**config.mk**
```make
export PLATFORM = sky130hd
export DESIGN_NAME = ddrc_cmd_if
export DESIGN_NICKNAME = d
export VERILOG_FILES = /design/src/rtl/ddrc_pkg.sv /design/src/rtl/ddrc_cmd_if.sv /design/src/rtl/ddrc_fifo.sv
export VERILOG_INCLUDE_DIRS = /design/src /design/src/rtl
export SDC_FILE = /design/constraint.sdc
export NUM_CORES = 1
export LEC_CHECK = 0
export ABC_CLOCK_PERIOD_IN_PS = 5900
export BUFFER_PORTS_ARGS = -buffer_cell sky130_fd_sc_hd__clkbuf_2
export CAP_MARGIN = 20
export CORE_MARGIN = 10
export CORE_UTILIZATION = 45
export CTS_BUF_LIST = sky130_fd_sc_hd__clkbuf_16
export CTS_CLUSTER_SIZE = 16
export DETAILED_ROUTE_END_ITERATION = 8
export GPL_ROUTABILITY_DRIVEN = 0
export MAX_ROUTING_LAYER = met4
export PLACE_DENSITY = 0.72
export SLEW_MARGIN = 20
export SYNTH_ARGS = -nofsm -noshare
export SYNTH_HDL_FRONTEND = slang
export SYNTH_SLANG_ARGS = --single-unit
export TNS_END_PERCENT = 1
```
**constraint.sdc**
```tcl
create_clock -name clk -period 5.9 [get_ports clk]
set_input_delay 0.59 -clock clk [delete_from_list [all_inputs] [get_ports clk]]
set_output_delay 0.59 -clock clk [all_outputs]
set_load 0.02 [all_outputs]
```
**src/rtl/ddrc_map.svh**
```systemverilog
// Constants of the DDR command interface: widths, bit positions, reset values, counts
`ifndef DDRC_MAP_SVH
`define DDRC_MAP_SVH

`define DDRC_ROW_W 13
`define DDRC_COL_W 10
`define DDRC_BANK_W 2
`define DDRC_BANKS 4
`define DDRC_DQ_W 16
`define DDRC_LANES 2
`define DDRC_AP_BIT 10
`define DDRC_EXT_MODE_BANK 2'h1
`define DDRC_DLL_DIS_BIT 0
`define DDRC_DLL_RESET 1'h1
`define DDRC_FIFO_DEPTH 8
`define DDRC_CL2_PHASES 3'h4
`define DDRC_CL25_PHASES 3'h5
`define DDRC_CL3_PHASES 3'h6
`define DDRC_BL2_MASK 3'h1
`define DDRC_BL4_MASK 3'h3
`define DDRC_BL8_MASK 3'h7

`endif

```
**src/rtl/ddrc_pkg.sv**
```systemverilog
// Types shared by the DDR command interface and its test side
package ddrc_pkg;
   `include "ddrc_map.svh"

   // Decoded command codes
   typedef enum logic [2:0] {
      DDRC_NOP = 3'b000,
      DDRC_ROW_OPEN = 3'b001,
      DDRC_ROW_CLOSE = 3'b010,
      DDRC_READ = 3'b011,
      DDRC_WRITE = 3'b100,
      DDRC_MODE_SET = 3'b101,
      DDRC_REFRESH = 3'b110
   } ddrc_cmd_type;

   // Programmed burst length
   typedef enum logic [1:0] {
      DDRC_BL2 = 2'b01,
      DDRC_BL4 = 2'b10,
      DDRC_BL8 = 2'b11
   } ddrc_burst_len_type;

   // Programmed read latency
   typedef enum logic [1:0] {
      DDRC_CL2 = 2'b00,
      DDRC_CL25 = 2'b01,
      DDRC_CL3 = 2'b10
   } ddrc_cas_lat_type;

   // Clock and power state
   typedef enum logic [1:0] {
      DDRC_PWR_RUN = 2'b00,
      DDRC_PWR_SUSPEND = 2'b01,
      DDRC_PWR_DOWN = 2'b10,
      DDRC_PWR_SELF_REFRESH = 2'b11
   } ddrc_pwr_type;

   // Burst engine state
   typedef enum logic [1:0] {
      DDRC_BURST_IDLE = 2'b00,
      DDRC_BURST_READ = 2'b01,
      DDRC_BURST_WRITE = 2'b10
   } ddrc_burst_type;

   // Command pins as seen at the package
   typedef struct packed {
      logic cke;
      logic cs_n;
      logic ras_n;
      logic cas_n;
      logic we_n;
      logic [`DDRC_BANK_W-1:0] ba;
      logic [`DDRC_ROW_W-1:0] addr;
   } ddrc_cmd_pins_type;

   // Location of one data word
   typedef struct packed {
      logic [`DDRC_BANK_W-1:0] bank;
      logic [`DDRC_ROW_W-1:0] row;
      logic [`DDRC_COL_W-1:0] col;
   } ddrc_loc_type;

   // One written word with its byte masks
   typedef struct packed {
      ddrc_loc_type loc;
      logic [`DDRC_DQ_W-1:0] data;
      logic [`DDRC_LANES-1:0] mask;
   } ddrc_wr_beat_type;
endpackage : ddrc_pkg

```
**src/rtl/ddrc_cmd_if.sv**
```systemverilog
// Device-side command, clock-enable and data interface of a four-bank DDR memory
`timescale 1ns/100ps
`include "ddrc_map.svh"
//////////////////////////////////////////////////////////////////////////////
// Operation
// Sample command inputs on link clock rise
// Drive read data on both link edges
// CKE low freezes outputs and burst state; here write beats still advance on strobe edges
// CKE low with banks idle enters low power
// Bank select picks target of each command
// Capture 13-bit row, 10-bit column address
// Address bit ten requests auto precharge
// Chip select high masks every command
// CS RAS low, CAS WE high opens row
// CS RAS WE low, CAS high closes row
// CAS low starts read or write by WE
// Row must be open before column access
// Burst length two, four or eight
// Sequential or interleaved burst order
// Read latency two, two-half or three
// Auto precharge closes row after burst
// Controller refreshes 8192 rows per 64 ms
// Byte mask sampled with its data word
// DLL enabled or disabled by extended mode
// Four banks of 8M sixteen-bit words
// Each data strobe times its own byte; here any strobe edge takes the whole word
// Mask high blocks that byte from storage
// CKE high again resumes from frozen state
module ddrc_cmd_if (
   // Clock and reset
   input wire logic clk,
   input wire logic srst,
   // Link pins
   input wire logic link_ck,
   input wire ddrc_pkg::ddrc_cmd_pins_type pins,
   input wire logic [`DDRC_DQ_W-1:0] dq_in,
   output logic [`DDRC_DQ_W-1:0] dq_out,
   output logic dq_oe_n,
   input wire logic [`DDRC_LANES-1:0] dqs_in,
   output logic [`DDRC_LANES-1:0] dqs_out,
   output logic [`DDRC_LANES-1:0] dqs_oe_n,
   input wire logic [`DDRC_LANES-1:0] dm_in,
   // Mode settings
   input wire ddrc_pkg::ddrc_burst_len_type cfg_burst_len,
   input wire logic cfg_interleave,
   input wire ddrc_pkg::ddrc_cas_lat_type cfg_cas_lat,
   // Write word stream to storage
   output logic wr_valid,
   input wire logic wr_ready,
   output ddrc_pkg::ddrc_wr_beat_type wr_beat,
   output logic wr_space,
   // Read word requests and returned data
   output logic rd_req_valid,
   output ddrc_pkg::ddrc_loc_type rd_req_loc,
   input wire logic [`DDRC_DQ_W-1:0] rd_word,
   // Status
   output ddrc_pkg::ddrc_pwr_type pwr_state,
   output logic dll_enable,
   output logic [`DDRC_BANKS-1:0] bank_open,
   output logic access_error,
   output logic refresh_pulse
);
   import ddrc_pkg::*;

   //////////////////////////////////////////////////////////////////////////
   // Signals

   logic ck_s1, ck_s2, ck_s3;
   ddrc_cmd_pins_type pins_s1, pins_s2;
   logic [`DDRC_DQ_W-1:0] dq_s1, dq_s2;
   logic [`DDRC_LANES-1:0] dm_s1, dm_s2;
   logic [`DDRC_LANES-1:0] dqs_s1, dqs_s2, dqs_s3;
   logic rise, fall, tick, cke_q, cmd_take;
   ddrc_cmd_type cmd;
   logic [`DDRC_ROW_W-1:0] bank_row [`DDRC_BANKS];
   logic all_idle, col_ok;
   ddrc_burst_type burst_kind;
   ddrc_loc_type burst_loc;
   logic [2:0] burst_mask, burst_wait, burst_beat;
   logic burst_ap, burst_il, rd_drive, beat_tick, burst_last, burst_end;
   logic dqs_edge, wr_push;
   ddrc_wr_beat_type next_wr_beat;
   logic [2:0] next_rd_idx;

   // Command decode from the strobe pins
   function automatic ddrc_cmd_type ddrc_decode(input ddrc_cmd_pins_type p);
      ddrc_cmd_type c;
      c = DDRC_NOP;
      if (!p.cs_n) begin
         unique case ({p.ras_n, p.cas_n, p.we_n})
            3'b011: c = DDRC_ROW_OPEN;
            3'b010: c = DDRC_ROW_CLOSE;
            3'b101: c = DDRC_READ;
            3'b100: c = DDRC_WRITE;
            3'b000: c = DDRC_MODE_SET;
            3'b001: c = DDRC_REFRESH;
            default: c = DDRC_NOP;
         endcase
      end
      return c;
   endfunction : ddrc_decode

   // Column of one beat inside the burst window
   function automatic logic [`DDRC_COL_W-1:0] ddrc_burst_col(
      input logic [`DDRC_COL_W-1:0] base,
      input logic [2:0] idx,
      input logic [2:0] mask,
      input logic il
   );
      logic [2:0] low;
      low = il ? (base[2:0] ^ idx) : 3'(base[2:0] + idx);
      return {base[`DDRC_COL_W-1:3], (base[2:0] & ~mask) | (low & mask)};
   endfunction : ddrc_burst_col

   //////////////////////////////////////////////////////////////////////////
   // Pin synchronisers

   // Two flip-flops on every link input, a third on link clock and strobes for edge detection
   always_ff @(posedge clk) begin
      if (srst) begin
         ck_s1 <= 1'b0;
         ck_s2 <= 1'b0;
         ck_s3 <= 1'b0;
         pins_s1 <= '0;
         pins_s2 <= '0;
         dq_s1 <= '0;
         dq_s2 <= '0;
         dm_s1 <= '0;
         dm_s2 <= '0;
         dqs_s1 <= '0;
         dqs_s2 <= '0;
         dqs_s3 <= '0;
      end else begin
         ck_s1 <= link_ck;
         ck_s2 <= ck_s1;
         ck_s3 <= ck_s2;
         pins_s1 <= pins;
         pins_s2 <= pins_s1;
         dq_s1 <= dq_in;
         dq_s2 <= dq_s1;
         dm_s1 <= dm_in;
         dm_s2 <= dm_s1;
         dqs_s1 <= dqs_in;
         dqs_s2 <= dqs_s1;
         dqs_s3 <= dqs_s2;
      end
   end

   // Link clock edges; the rise is the true/complement crossing
   assign rise = ck_s2 && !ck_s3;
   assign fall = !ck_s2 && ck_s3;
   // Internal phase advances only while the clock is enabled
   assign tick = (rise || fall) && cke_q;
   assign cmd = ddrc_decode(pins_s2);
   assign cmd_take = rise && cke_q && pins_s2.cke;
   assign all_idle = (bank_open == '0);
   assign col_ok = bank_open[pins_s2.ba];

   //////////////////////////////////////////////////////////////////////////
   // Clock enable and power state

   // Clock enable as seen at the last rise
   always_ff @(posedge clk) begin
      if (srst) begin
         cke_q <= 1'b1;
      end else if (rise) begin
         cke_q <= pins_s2.cke;
      end
   end

   // Suspension, power-down and self-refresh entry and exit
   always_ff @(posedge clk) begin
      if (srst) begin
         pwr_state <= DDRC_PWR_RUN;
      end else if (rise) begin
         if (pins_s2.cke) begin
            pwr_state <= DDRC_PWR_RUN;
         end else if (cke_q && all_idle && cmd == DDRC_REFRESH) begin
            pwr_state <= DDRC_PWR_SELF_REFRESH;
         end else if (cke_q) begin
            pwr_state <= all_idle ? DDRC_PWR_DOWN : DDRC_PWR_SUSPEND;
         end
      end
   end

   // Auto refresh pulse
   always_ff @(posedge clk) begin
      if (srst) begin
         refresh_pulse <= 1'b0;
      end else begin
         refresh_pulse <= cmd_take && cmd == DDRC_REFRESH;
      end
   end

   // Extended mode set steers the DLL enable
   always_ff @(posedge clk) begin
      if (srst) begin
         dll_enable <= `DDRC_DLL_RESET;
      end else if (cmd_take && cmd == DDRC_MODE_SET && pins_s2.ba == `DDRC_EXT_MODE_BANK) begin
         dll_enable <= !pins_s2.addr[`DDRC_DLL_DIS_BIT];
      end
   end

   //////////////////////////////////////////////////////////////////////////
   // Bank state

   // Open rows per bank; four banks, each addressed by bank select
   always_ff @(posedge clk) begin
      if (srst) begin
         bank_open <= '0;
         for (int i = 0; i < `DDRC_BANKS; i++) begin
            bank_row[i] <= '0;
         end
      end else begin
         if (burst_end && burst_ap) begin
            bank_open[burst_loc.bank] <= 1'b0;
         end
         if (cmd_take && cmd == DDRC_ROW_OPEN) begin
            bank_open[pins_s2.ba] <= 1'b1;
            bank_row[pins_s2.ba] <= pins_s2.addr;
         end else if (cmd_take && cmd == DDRC_ROW_CLOSE) begin
            bank_open[pins_s2.ba] <= 1'b0;
         end
      end
   end

   // Column access to a closed bank is ignored and flagged
   always_ff @(posedge clk) begin
      if (srst) begin
         access_error <= 1'b0;
      end else begin
         access_error <= cmd_take && (cmd == DDRC_READ || cmd == DDRC_WRITE) && !col_ok;
      end
   end

   //////////////////////////////////////////////////////////////////////////
   // Burst engine

   assign beat_tick = tick && burst_kind == DDRC_BURST_READ && burst_wait == 3'h1;
   assign burst_last = (burst_beat == burst_mask);
   assign dqs_edge = (dqs_s2 != dqs_s3);
   assign wr_push = dqs_edge && burst_kind == DDRC_BURST_WRITE;
   assign burst_end = (beat_tick || wr_push) && burst_last;

   // Column command loads the burst; read beats advance on link phases, write beats on strobe edges
   always_ff @(posedge clk) begin
      if (srst) begin
         burst_kind <= DDRC_BURST_IDLE;
         burst_loc <= '0;
         burst_mask <= '0;
         burst_wait <= '0;
         burst_beat <= '0;
         burst_ap <= 1'b0;
         burst_il <= 1'b0;
      end else if (cmd_take && (cmd == DDRC_READ || cmd == DDRC_WRITE) && col_ok) begin
         burst_kind <= (cmd == DDRC_READ) ? DDRC_BURST_READ : DDRC_BURST_WRITE;
         burst_loc.bank <= pins_s2.ba;
         burst_loc.row <= bank_row[pins_s2.ba];
         burst_loc.col <= pins_s2.addr[`DDRC_COL_W-1:0];
         burst_ap <= pins_s2.addr[`DDRC_AP_BIT];
         burst_il <= cfg_interleave;
         burst_beat <= '0;
         unique case (cfg_burst_len)
            DDRC_BL2: burst_mask <= `DDRC_BL2_MASK;
            DDRC_BL4: burst_mask <= `DDRC_BL4_MASK;
            DDRC_BL8: burst_mask <= `DDRC_BL8_MASK;
            default: burst_mask <= `DDRC_BL2_MASK;
         endcase
         unique case (cfg_cas_lat)
            DDRC_CL2: burst_wait <= `DDRC_CL2_PHASES;
            DDRC_CL25: burst_wait <= `DDRC_CL25_PHASES;
            DDRC_CL3: burst_wait <= `DDRC_CL3_PHASES;
            default: burst_wait <= `DDRC_CL2_PHASES;
         endcase
      end else if (burst_end) begin
         burst_kind <= DDRC_BURST_IDLE;
      end else if (beat_tick || wr_push) begin
         burst_beat <= burst_beat + 3'h1;
      end else if (tick && burst_kind == DDRC_BURST_READ && burst_wait > 3'h1) begin
         burst_wait <= burst_wait - 3'h1;
      end
   end

   //////////////////////////////////////////////////////////////////////////
   // Read path

   // Word for the next beat is asked for one link phase ahead
   assign next_rd_idx = (burst_wait == 3'h2) ? 3'h0 : 3'(burst_beat + 3'h1);
   // Read word requests
   always_ff @(posedge clk) begin
      if (srst) begin
         rd_req_valid <= 1'b0;
         rd_req_loc <= '0;
      end else begin
         rd_req_valid <= 1'b0;
         if (tick && burst_kind == DDRC_BURST_READ
             && (burst_wait == 3'h2 || (burst_wait == 3'h1 && !burst_last))) begin
            rd_req_valid <= 1'b1;
            rd_req_loc.bank <= burst_loc.bank;
            rd_req_loc.row <= burst_loc.row;
            rd_req_loc.col <= ddrc_burst_col(burst_loc.col, next_rd_idx, burst_mask, burst_il);
         end
      end
   end

   // Data and strobes leave on every link phase of the burst
   always_ff @(posedge clk) begin
      if (srst) begin
         rd_drive <= 1'b0;
         dq_out <= '0;
         dqs_out <= '0;
      end else if (tick) begin
         if (burst_kind == DDRC_BURST_READ && burst_wait == 3'h2) begin
            rd_drive <= 1'b1;
            dqs_out <= '0;
         end else if (beat_tick) begin
            dq_out <= rd_word;
            dqs_out <= {`DDRC_LANES{!burst_beat[0]}};
         end else begin
            rd_drive <= 1'b0;
            dqs_out <= '0;
         end
      end
   end

   // Pins driven only inside the read window, enable active low
   assign dq_oe_n = !rd_drive;
   assign dqs_oe_n = {`DDRC_LANES{!rd_drive}};

   //////////////////////////////////////////////////////////////////////////
   // Write path

   // Each strobe edge takes one word together with its masks
   always_comb begin
      next_wr_beat.loc.bank = burst_loc.bank;
      next_wr_beat.loc.row = burst_loc.row;
      next_wr_beat.loc.col = ddrc_burst_col(burst_loc.col, burst_beat, burst_mask, burst_il);
      next_wr_beat.data = dq_s2;
      next_wr_beat.mask = dm_s2;
   end

   // Written words queue toward storage
   ddrc_fifo #(
      .WIDTH($bits(ddrc_wr_beat_type)),
      .DEPTH(`DDRC_FIFO_DEPTH)
   ) u_wr_fifo (
      .clk(clk),
      .srst(srst),
      .in_valid(wr_push),
      .in_ready(wr_space),
      .in_data(next_wr_beat),
      .out_valid(wr_valid),
      .out_ready(wr_ready),
      .out_data(wr_beat)
   );
endmodule : ddrc_cmd_if

```
**src/rtl/ddrc_fifo.sv**
```systemverilog
// Small FIFO with a registered output word
`timescale 1ns/100ps
module ddrc_fifo #(
   parameter int WIDTH = 8,
   parameter int DEPTH = 8,
   parameter int AW = $clog2(DEPTH)
) (
   // Clock and reset
   input wire logic clk,
   input wire logic srst,
   // Filling side
   input wire logic in_valid,
   output logic in_ready,
   input wire logic [WIDTH-1:0] in_data,
   // Draining side
   output logic out_valid,
   input wire logic out_ready,
   output logic [WIDTH-1:0] out_data
);
   logic [WIDTH-1:0] mem [DEPTH];
   logic [AW:0] wp;
   logic [AW:0] rp;
   logic [AW:0] count;
   logic load;
   logic push;

   // Fill level and handshakes
   assign count = wp - rp;
   assign in_ready = (count != (AW+1)'(DEPTH));
   assign push = in_valid && in_ready;
   assign load = (count != '0) && (!out_valid || out_ready);

   // Storage writes
   always_ff @(posedge clk) begin
      if (push) begin
         mem[wp[AW-1:0]] <= in_data;
      end
   end

   // Pointers
   always_ff @(posedge clk) begin
      if (srst) begin
         wp <= '0;
         rp <= '0;
      end else begin
         if (push) begin
            wp <= wp + 1'b1;
         end
         if (load) begin
            rp <= rp + 1'b1;
         end
      end
   end

   // Output register
   always_ff @(posedge clk) begin
      if (srst) begin
         out_valid <= 1'b0;
         out_data <= '0;
      end else if (load) begin
         out_valid <= 1'b1;
         out_data <= mem[rp[AW-1:0]];
      end else if (out_ready) begin
         out_valid <= 1'b0;
      end
   end
endmodule : ddrc_fifo

```
# Word-level counts from Yosys, hierarchy flattened
# Memory sizes are Yosys's and may differ from the RTL's. A register that Yosys moved wholly into a read port is not among the register bits.
# Cells that the tools add are included.
# classes
add_sub_neg,7
order_cmp,5
eq_ne,26
mux,45
n_bitwise,15
n_reduce_logical,55
# op_table
operator,count
1-bit logical AND,28
3-bit two-way mux,8
2-bit two-way mux,10
3-bit case mux with 6 select lines,1
1-bit two-way mux,16
4-bit two-way mux,4
"3-bit by 2-bit == test with 1-bit output, second input constant",5
"3-bit == test, second input constant",5
13-bit two-way mux,1
13-bit OR reduction,1
3-bit AND,3
"3-bit by 1-bit == test with 1-bit output, second input constant",3
"4-bit by 1-bit adder with 4-bit output, second input constant",2
4-bit AND,2
"2-bit == test, second input constant",4
1-bit logical NOT,8
4-bit NOT,2
3-bit adder,2
"2-bit by 1-bit == test with 1-bit output, second input constant",3
"2-bit by 3-bit < comparator with 1-bit output, second input constant",2
"2-bit by 1-bit != test with 1-bit output, second input constant",3
3-bit bitwise OR,2
3-bit case mux with 2 select lines,1
2-bit AND reduction,3
other kinds (23),34
# totals
register_bits,174
ram_bits,396
in_bits,65
out_inout_bits,101
word_cells,203
n_memories,2
# mem_list
name,depth,word_bits,rd,rd_ports_with_merged_regs,write_ports,line,source
u_wr_fifo.mem,8,43,1,1,1,ddrc_fifo.sv:20,logic [WIDTH-1:0] mem [DEPTH];
bank_row,4,13,1,1,4,ddrc_cmd_if.sv:75,logic [`DDRC_ROW_W-1:0] bank_row [`DDRC_BANKS];

# Logic depth before layout (Yosys ltp)
# Gate-level depths: netlist of run 1.
# logic_depth
word_depth,14
depth_mapped,12

# Modules after synthesis
# From an unflattened synthesis of run 1, not the netlist that was laid out.
# unflattened
hier_cells,1683
hier_area_um2,23822.8
# by_module_without_submodules
module,instances,cells_per_inst,area_per_inst_um2,seq_area_each_um2
ddrc_fifo,1,860,15049.4,11370.9
ddrc_cmd_if,1,823,8773.4,5104.9

# Worst setup path after synthesis of run 1
# Ideal clock, no wire load.
# synth_path
kind,register to register
start,register u_wr_fifo.rp[1]
end,"memory u_wr_fifo.mem[4][0] (netlist name), enable pin"
t_arrival_ns,5.219
slack_ns,0.184
stages_incl_launch_ff,10
period_less_slack_ns,5.716
path_cell_list,dfxtp_1 > clkbuf_1 > clkinv_1 > clkbuf_1 > ha_1 > and3b_1 > nor3_1 > o41ai_4 > or2_2 > nor3_1
# synth_via
elab_chain_len,5
# synth_lines
item,line,source
from (decl),ddrc_fifo.sv:22,logic [AW:0] rp;
from (signal assigned),ddrc_fifo.sv:50,rp <= rp + 1'b1;
4-bit subtractor,ddrc_fifo.sv:28,assign count = wp - rp;
4-bit != test,ddrc_fifo.sv:29,assign in_ready = (count != (AW+1)'(DEPTH));
1-bit logical AND,ddrc_fifo.sv:30,assign push = in_valid && in_ready;
1-bit two-way mux,ddrc_fifo.sv:35,if (push) begin
1-bit two-way mux (implied by the code),ddrc_fifo.sv:36,mem[wp[AW-1:0]] <= in_data;
to (decl),ddrc_fifo.sv:20,
# Every way passes these cells.

# Final worst setup path of run 1
# layout_path
start,register u_wr_fifo.rp[2]
end,"memory u_wr_fifo.mem[6][29] (netlist name), enable pin"
# Same word-level chain as after synthesis.

==> results of run 1 <==
[stage by stage]
step                util (%)  hold slack, ns  power (uW)  instance area, um2
floorplan                  -          0.4138        6342               23410
global placement       48.48          0.4198        6764               24920
detailed placement     48.48          0.4204        6791               24920
CTS                    52.63          0.1235       10790               27050
global route           52.66          0.1465       11100               27070
finish                 52.66          0.1561       10670               27070
[flip-flops by register name, summed over array words and instances, names as in the netlist, 3 cells and up]
| name | cells |
|---|---|
| burst_beat | 3 |
| u_wr_fifo.wp | 4 |
| burst_wait | 3 |
| u_wr_fifo.mem | 344 |
| u_wr_fifo.rp | 4 |
| dq_s2 | 16 |
| pins_s1 | 20 |
| dq_out | 16 |
| u_wr_fifo.out_data | 43 |
| burst_loc | 25 |
| bank_open | 4 |
| burst_mask | 3 |
| pins_s2 | 20 |
| bank_row | 52 |
| rd_req_loc | 25 |
| dq_s1 | 16 |
[worst reg2reg max path: stages, from the launching register on]
cell     delay [ns]
dfxtp_4        0.74
inv_1          0.18
ha_1           0.40
and3b_1        0.22
nor3_1         0.32
o41ai_4        0.17
or2_2          0.38
nor2_4         0.69
buf_4          0.42
[worst paths after layout]
kind | from | end | slack [ns] | cells past startpoint
max | u_wr_fifo.rp[2] | u_wr_fifo.mem[6][29] | 2.05 | 8
min | dq_in[8] | dq_s1[8] | 0.16 | 2
max reg2reg | u_wr_fifo.rp[2] | u_wr_fifo.mem[6][29] | 2.05 | 8
min reg2reg | pins_s1[17] | pins_s2[17] | 0.43 | 1
[layout make-up]
| cell class | instances | area (um2) | area share (%) |
|---|---|---|---|
| clock buffers | 63 | 1577 | 5.824 |
| clock inverters | 50 | 556.8 | 2.057 |
| inverters | 24 | 90.09 | 0.3328 |
| multi-input cells | 795 | 6471 | 23.91 |
| flip-flops and latches | 625 | 16480 | 60.90 |
| well taps | 680 | 850.8 | 3.143 |
| repair buffers | 188 | 1040 | 3.841 |
[cell families (layout without fill, tap and decap cells)]
logic type      Yosys count  in the layout
compound gates          142            142
xor+xnor                 18             18
fa+ha+maj                16             16
buf+inv                 117            325
flops                   625            625
mux                     132            132
simple gates            487            487
[cells in the final DEF, fill, tap and decap left out, drive strengths merged, types with 3 or more instances in the layout]
master,Yosys,layout
a211oi,4,4
a21o,4,4
a21oi,61,61
a311oi,44,44
a31oi,3,3
and2,28,28
and3,31,31
buf,40,23
bufinv,0,9
clkbuf,53,228
clkinv,1,20
clkinvlp,0,8
dfxtp,229,229
edfxtp,396,396
ha,14,14
inv,23,37
mux2i,30,30
mux4,100,100
nand2,192,192
nand2b,5,5
nand3,11,11
nor2,97,97
nor2b,91,91
nor3,14,14
o21ai,13,13
or2,4,4
xnor2,11,11
xor2,7,7
[synth_stat cells, types with 20 or more instances]
cell	count
a311oi_2	20
nor2b_1	90
a21oi_1	61
buf_2	21
mux2i_1	30
and2_1	28
clkbuf_1	53
nand2_1	192
nor2_1	97
a311oi_1	24
mux4_2	100
dfxtp_1	229
edfxtp_1	396
inv_1	23
and3_1	30
[per-layer routing]
metal  global-route usage [%]  up-vias
li1                         -     5984
met1                    22.13     6430
met2                    25.55      363
met3                    2.260       52
met4                    4.242        0
met5                        -        -
[where the power goes]
part | internal, uW | switching, uW | leakage (uW)
registers | 4790 | 139 | 0.00558
clock network | 2350 | 1670 | 0.00106
logic | 695 | 1030 | 0.00294
==> summary.md, run 1 <==
| Metric | Value |
|---|---|
| Root buffer cell | `clkbuf_16` |
| Post-DRT Antenna Nets | `0` |
| Post-synthesis compound-gate area fraction | `4.692%` |
| Synth Warn # | `0` |
| Final worst path period share | `between 60% and 70%` |
| Seq cells post-synth | `between 600 and 700` |
| Bufs on Longest Clock Path | `3` |
| Setup WS post-layout | `2.052 ns` |
| Setup TNS Final | `0 ns` |
| Total CTS buffers | `60` |
| Critical Path Source Type | `flop` |
| Xor/xnor share of the synthesized area | `less than 1%` |
| Post-Syn Area per Cell | `~15 um2` |
| CTS Hold Bufs | `0` |
| Max-cap violations | `0` |
| DR vias/cell | `around 5.3` |
| DR pass1 iterations | `5` |
| FFs w/ async S/R, synth | `0%` |
| Number of global-route vias before repair | `between 10,000 and 15,000` |
| Post-synthesis mux area share | `a little over a tenth` |
| CP max FO | `43` |
| Static leakage | `0.009581 uW` |
| Starting DRT DRC Count | `around 1,100` |
| Overflow after GRT | `0` |
| Yosys top cell area share | `50.79%` |
| Die Y-Extent | `around 250 um` |
| CTS tree | `yes` |
| Clock-pin transition on the worst setup and hold timing paths | `~0.060 ns` |
| Vias | `12,830` |
| RSZ-0062 raised after global routing | `false` |
| CP max-delay cell | `dfxtp_4` |
| Post-synth EDFFs | `396` |
| DRC violations left | `0` |
| DIE AREA | `approximately 62,000 um2` |
| # diodes | `0` |
| Worst path required time | `roughly 6.2 ns` |
| Buffers on Ports | `about 170` |
| Status | `finished clean` |
| Top post-synthesis cells by area | `edfxtp_1 (51%), dfxtp_1 (20%), mux4_2 (9.6%)` |
| Peak supply drop | `about 0.00024 V` |
| H-tree Lvls | `2` |
| Synth cell types | `60` |
| Routed wire length | `approximately 49,000 um` |
| Met2 wire length | `between 20,000 and 25,000 um` |
| Worst-case clock skew | `between 0.02 and 0.025 ns` |
| Post-Synth Simple-Gate Area | `10.02%` |
| Worst path arrival time | `about 4.2 ns` |
| Met1 wire length | `22,130 um` |
| Pwr per Cell Area | `around 390 nW/um2` |
| Top routing layer used | `met4` |
| DR WL/cell | `approximately 20 um` |
| CP bufs+invs | `2` |
| Setup WS pre-CTS | `about 2 ns` |
| CP cell instances | `inv_1, ha_1, and3b_1, nor3_1, o41ai_4, or2_2, nor2_4, buf_4` |
| Main synth FF type | `edfxtp_1` |
| Crit path kind | `flop to flop` |
| Ports | `approximately 170` |
| Final Slew Violations | `0` |
| FILL cells | `a little over 4,000` |
| CTS resizes | `0` |
| Synthesized area | `roughly 23,000 um2` |
| Sequential element share of the synthesized area | `a little over two thirds` |
| Share of cells above drive strength 1 | `between 20% and 30%` |
| Area grow syn2layout | `15.63%` |
| Post-Synth Adder-Cell Area | `less than 1%` |
| GRT Overall Usage | `16.27%` |
| Initial Util | `45.54%` |
| Largest net degree at the start of global routing | `93` |
| Kind of end point of the critical path | `flop` |
| First-pass GRT wire length | `roughly 76,000 um` |
| Crit-path leading delay family | `simple AND/OR/NAND/NOR gates` |
| Die Wd | `248.1 um` |
| Clock sink count | `around 630` |
| Syn nets | `~1,600` |
| DPL Wire Length | `between 30,000 and 40,000 um` |
| Met3 WL post-DR | `between 2000 and 2500 um` |
| Least-Margin Pin Slew | `1.016 ns` |
| Hold Violations, Final | `0` |
| Critical Path Max Stage Delay | `0.74 ns` |
| Dpl cells | `approximately 2,300` |
| Peak Freq | `between 0.2 and 0.3 GHz` |
| Main combinational cell family by area after synthesis | `multiplexers` |
| Initial antenna violation count | `0` |
| Synth area leader | `edfxtp_1` |
| Final net count | `1,775` |
| Setup violation total in the final timing report | `0` |
| Final Instance Count excl. Fillers | `around 2,400` |
| Max-slew headroom | `32.02%` |
| Setup Fix Bufs, Post-CTS | `0` |
| Post-Syn Instances | `~1,500` |
| Clk_lat worst skew | `around 0.64 ns` |
| Type of the most critical hold path | `input port to flop` |
| Core area | `around 51,000 um2` |
| Minimum clock period | `between 3 and 4 ns` |
| Num rows | `slightly above 80` |
Note: power is estimated with default switching activity, not from simulation.
==> run 2, diff against run 1 <==
ABC_CLOCK_PERIOD_IN_PS = 3850   (was 5900)
PLACE_DENSITY = 0.69   (was 0.72)
clock period = 3.85 ns   (was 5.9 ns; I/O delays follow)
==> run 2 against run 1 <==
  * Largest cell class unchanged
  * Wire length grew 2.0%
  * Sequential power increased by 52%
  * Critical path type unchanged
  * Cell count increased by 2.9%
  * Non-clock buffer count rose by 64
  * Flip-flop and latch count unchanged
  * Highest routed layer unchanged
  * The run now ends with antenna violations left
  * Global-route usage rose by 0.38 points
  * Clock power grew 50%
  * Critical path depth did not move
  * Register-to-register slack worse by 1.3 ns
  * Via count is 1.6% higher
==> summary.md, run 2 (synthesized netlist as in run 1, its figures left out) <==
| Metric | Value |
|---|---|
| DR pass1 iterations | `6` |
| Number of global-route vias before repair | `~14,000` |
| Reg2Reg Launch Point | `u_wr_fifo.wp[0]` |
| H-tree Lvls | `2` |
| Status | `finished with violations` |
| Core area | `slightly above 50,000 um2` |
| Fin util | `between 50% and 60%` |
| CTS tree | `yes` |
| Largest net degree at the start of global routing | `98` |
| Pwr per Cell Area | `588.4 nW/um2` |
| Max reg flops | `around 340` |
| CP max FO | `43` |
| Setup WS pre-CTS | `0.7427 ns` |
| Switch share | `roughly a quarter` |
| Static leakage | `~0.01 uW` |
| Initial Util | `between 40 and 50%` |
| CP max-delay cell | `buf_4` |
| Clock sink count | `between 600 and 700` |
| DR WL/cell | `around 20 um` |
| Peak supply drop | `about 0.00044 V` |
| DRC violations left | `0` |
| Ports | `between 150 and 200` |
| Crit path kind | `flop to flop` |
| Worst-case clock skew | `between 0.02 and 0.025 ns` |
| Max-cap violations | `0` |
| Final worst path period share | `80.52%` |
| Logic pwr share | `17.1%` |
| Least-Margin Pin Slew | `about 0.95 ns` |
| Most common cell after layout, fill and taps aside | `edfxtp_1` |
| Num rows | `slightly above 80` |
| Bufs on Longest Clock Path | `3` |
| Peak Freq | `between 0.3 and 0.4 GHz` |
| Setup WS post-layout | `roughly 0.75 ns` |
| Pint | `11,970 uW` |
| Hold_sp | `cfg_burst_len[1]` |
| Starting DRT DRC Count | `roughly 960` |
| Kind of end point of the critical path | `flop` |
| Clock network power share | `between 30 and 40%` |
| Hold WS | `0.05888 ns` |
| Failing checks | `antenna violations` |
| Final Instance Count excl. Fillers | `around 2,500` |
| Dpl cells | `2,317` |
| CP cell instances | `inv_1, ha_1, nor2b_2, xnor2_1, o41ai_4, nand2b_1, nor3_4, buf_4` |
| DIE AREA | `61,550 um2` |
| Overflow after GRT | `0` |
| Max-slew headroom | `36.49%` |
| Type of the most critical hold path | `input port to flop` |
| Critical Path Source Type | `flop` |
| CP bufs+invs | `2` |
| Share of cells above drive strength 1 | `between 20 and 25%` |
| Routed wire length | `~50,000 um` |
| DR vias/cell | `5.226` |
| Area grow syn2layout | `18.25%` |
| Setup TNS Final | `0 ns` |
| Total CTS buffers | `60` |
| Final net count | `1,839` |
| Initial antenna violation count | `0` |
| Hold Violations, Final | `0` |
| Final Slew Violations | `0` |
| Most frequent cells in the layout | `edfxtp_1 (396), dfxtp_1 (227), nand2_1 (192)` |
| RSZ-0062 raised after global routing | `false` |
| First-pass GRT wire length | `slightly below 80,000 um` |
| Vias | `roughly 13,000` |
| Worst path arrival time | `around 3.4 ns` |
| Clk_lat worst skew | `approximately 0.63 ns` |
| Crit-path leading delay family | `buffers and inverters` |
| Minimum clock period | `3.100 ns` |
| Worst Setup SP | `u_wr_fifo.wp[0]` |
| Die Y-Extent | `248.1 um` |
| Root buffer cell | `clkbuf_16` |
| Die Wd | `around 250 um` |
| Worst path required time | `just over 4 ns` |
| DPL Wire Length | `about 30,000 um` |
| NetSw | `roughly 4300 uW` |
| Setup Fix Bufs, Post-CTS | `0` |
| Setup violation total in the final timing report | `0` |
| Critical Path Max Stage Delay | `approximately 0.58 ns` |
| GRT Overall Usage | `approximately 17%` |
| Seq pwr share | `between 40% and 50%` |
| Post-DRT Antenna Nets | `1` |
| Clock-pin transition on the worst setup and hold timing paths | `around 0.060 ns` |
| Buffers on Ports | `around 170` |
[run 2: cell count changes in the layout (fill, tap and decap cells not counted), moves of 4 or more]
| cell | before | now |
|---|---|---|
| dlygate4sd3_1 | 0 | 58 |
| diode_2 | 0 | 6 |
| buf_4 | 20 | 24 |
| clkinv_4 | 6 | 2 |
| clkinvlp_4 | 8 | 4 |
| inv_2 | 0 | 4 |
[run 2: worst min-delay path, stage by stage]
cell and delay [ns]:
clkbuf_2 0.12, nand2_1 0.07, a21oi_1 0.05
[run 2: final timing paths]
kind / endpoint / slack, ns / cells past startpoint
worst min register to register: dq_s2[4] / 0.43 / 1
worst max register to register: u_wr_fifo.mem[0][29] / 0.75 / 8
worst max-delay path: u_wr_fifo.mem[0][29] / 0.75 / 8
worst min-delay path: burst_mask[1] / 0.06 / 3
[run 2: layout make-up]
class                   count  area, um2
well taps                 680      850.8
diodes                      6      15.01
fillers                  4065      23720
clock buffers              66       1652
multi-input cells         795       6475
flip-flops and latches    625      16480
repair buffers            252       1703
clock inverters            47      414.1
inverters                  24      90.09
[run 2: per-layer routing]
layer / GRT usage [%] / wire, um / up-vias / part of all wire [%]
met2: 27.16 / 24720 / 338 / 50
met1: 21.09 / 21190 / 6521 / 43
met5: - / 0 / - / 0
li1: - / - / 6112 / -
met3: 2.796 / 2620 / 67 / 5.3
met4: 5.222 / 1139 / 0 / 2.3
[run 2: metrics by stage]
stage,instance area [um2],total power [uW]
2_1_floorplan,23420,9719
3_3_place_gp,24990,10340
3_5_place_dp,24990,10400
4_1_cts,27640,16460
5_1_grt,27670,16980
6_report,27680,16290
[run 2: power groups by stage]
stage	Clock, uW	Combinational (uW)	Sequential, uW
3_5_place_dp	0	2750	7650
3_3_place_gp	0	2700	7640
5_1_grt	6410	3050	7520
4_1_cts	6160	2800	7500
2_1_floorplan	0	1920	7800
6_report	6020	2780	7490
[run 2: timing repair]
action                    CTS  global route
gates resized for setup     0             0
hold endpoints to repair   58             0
hold buffers               58             0
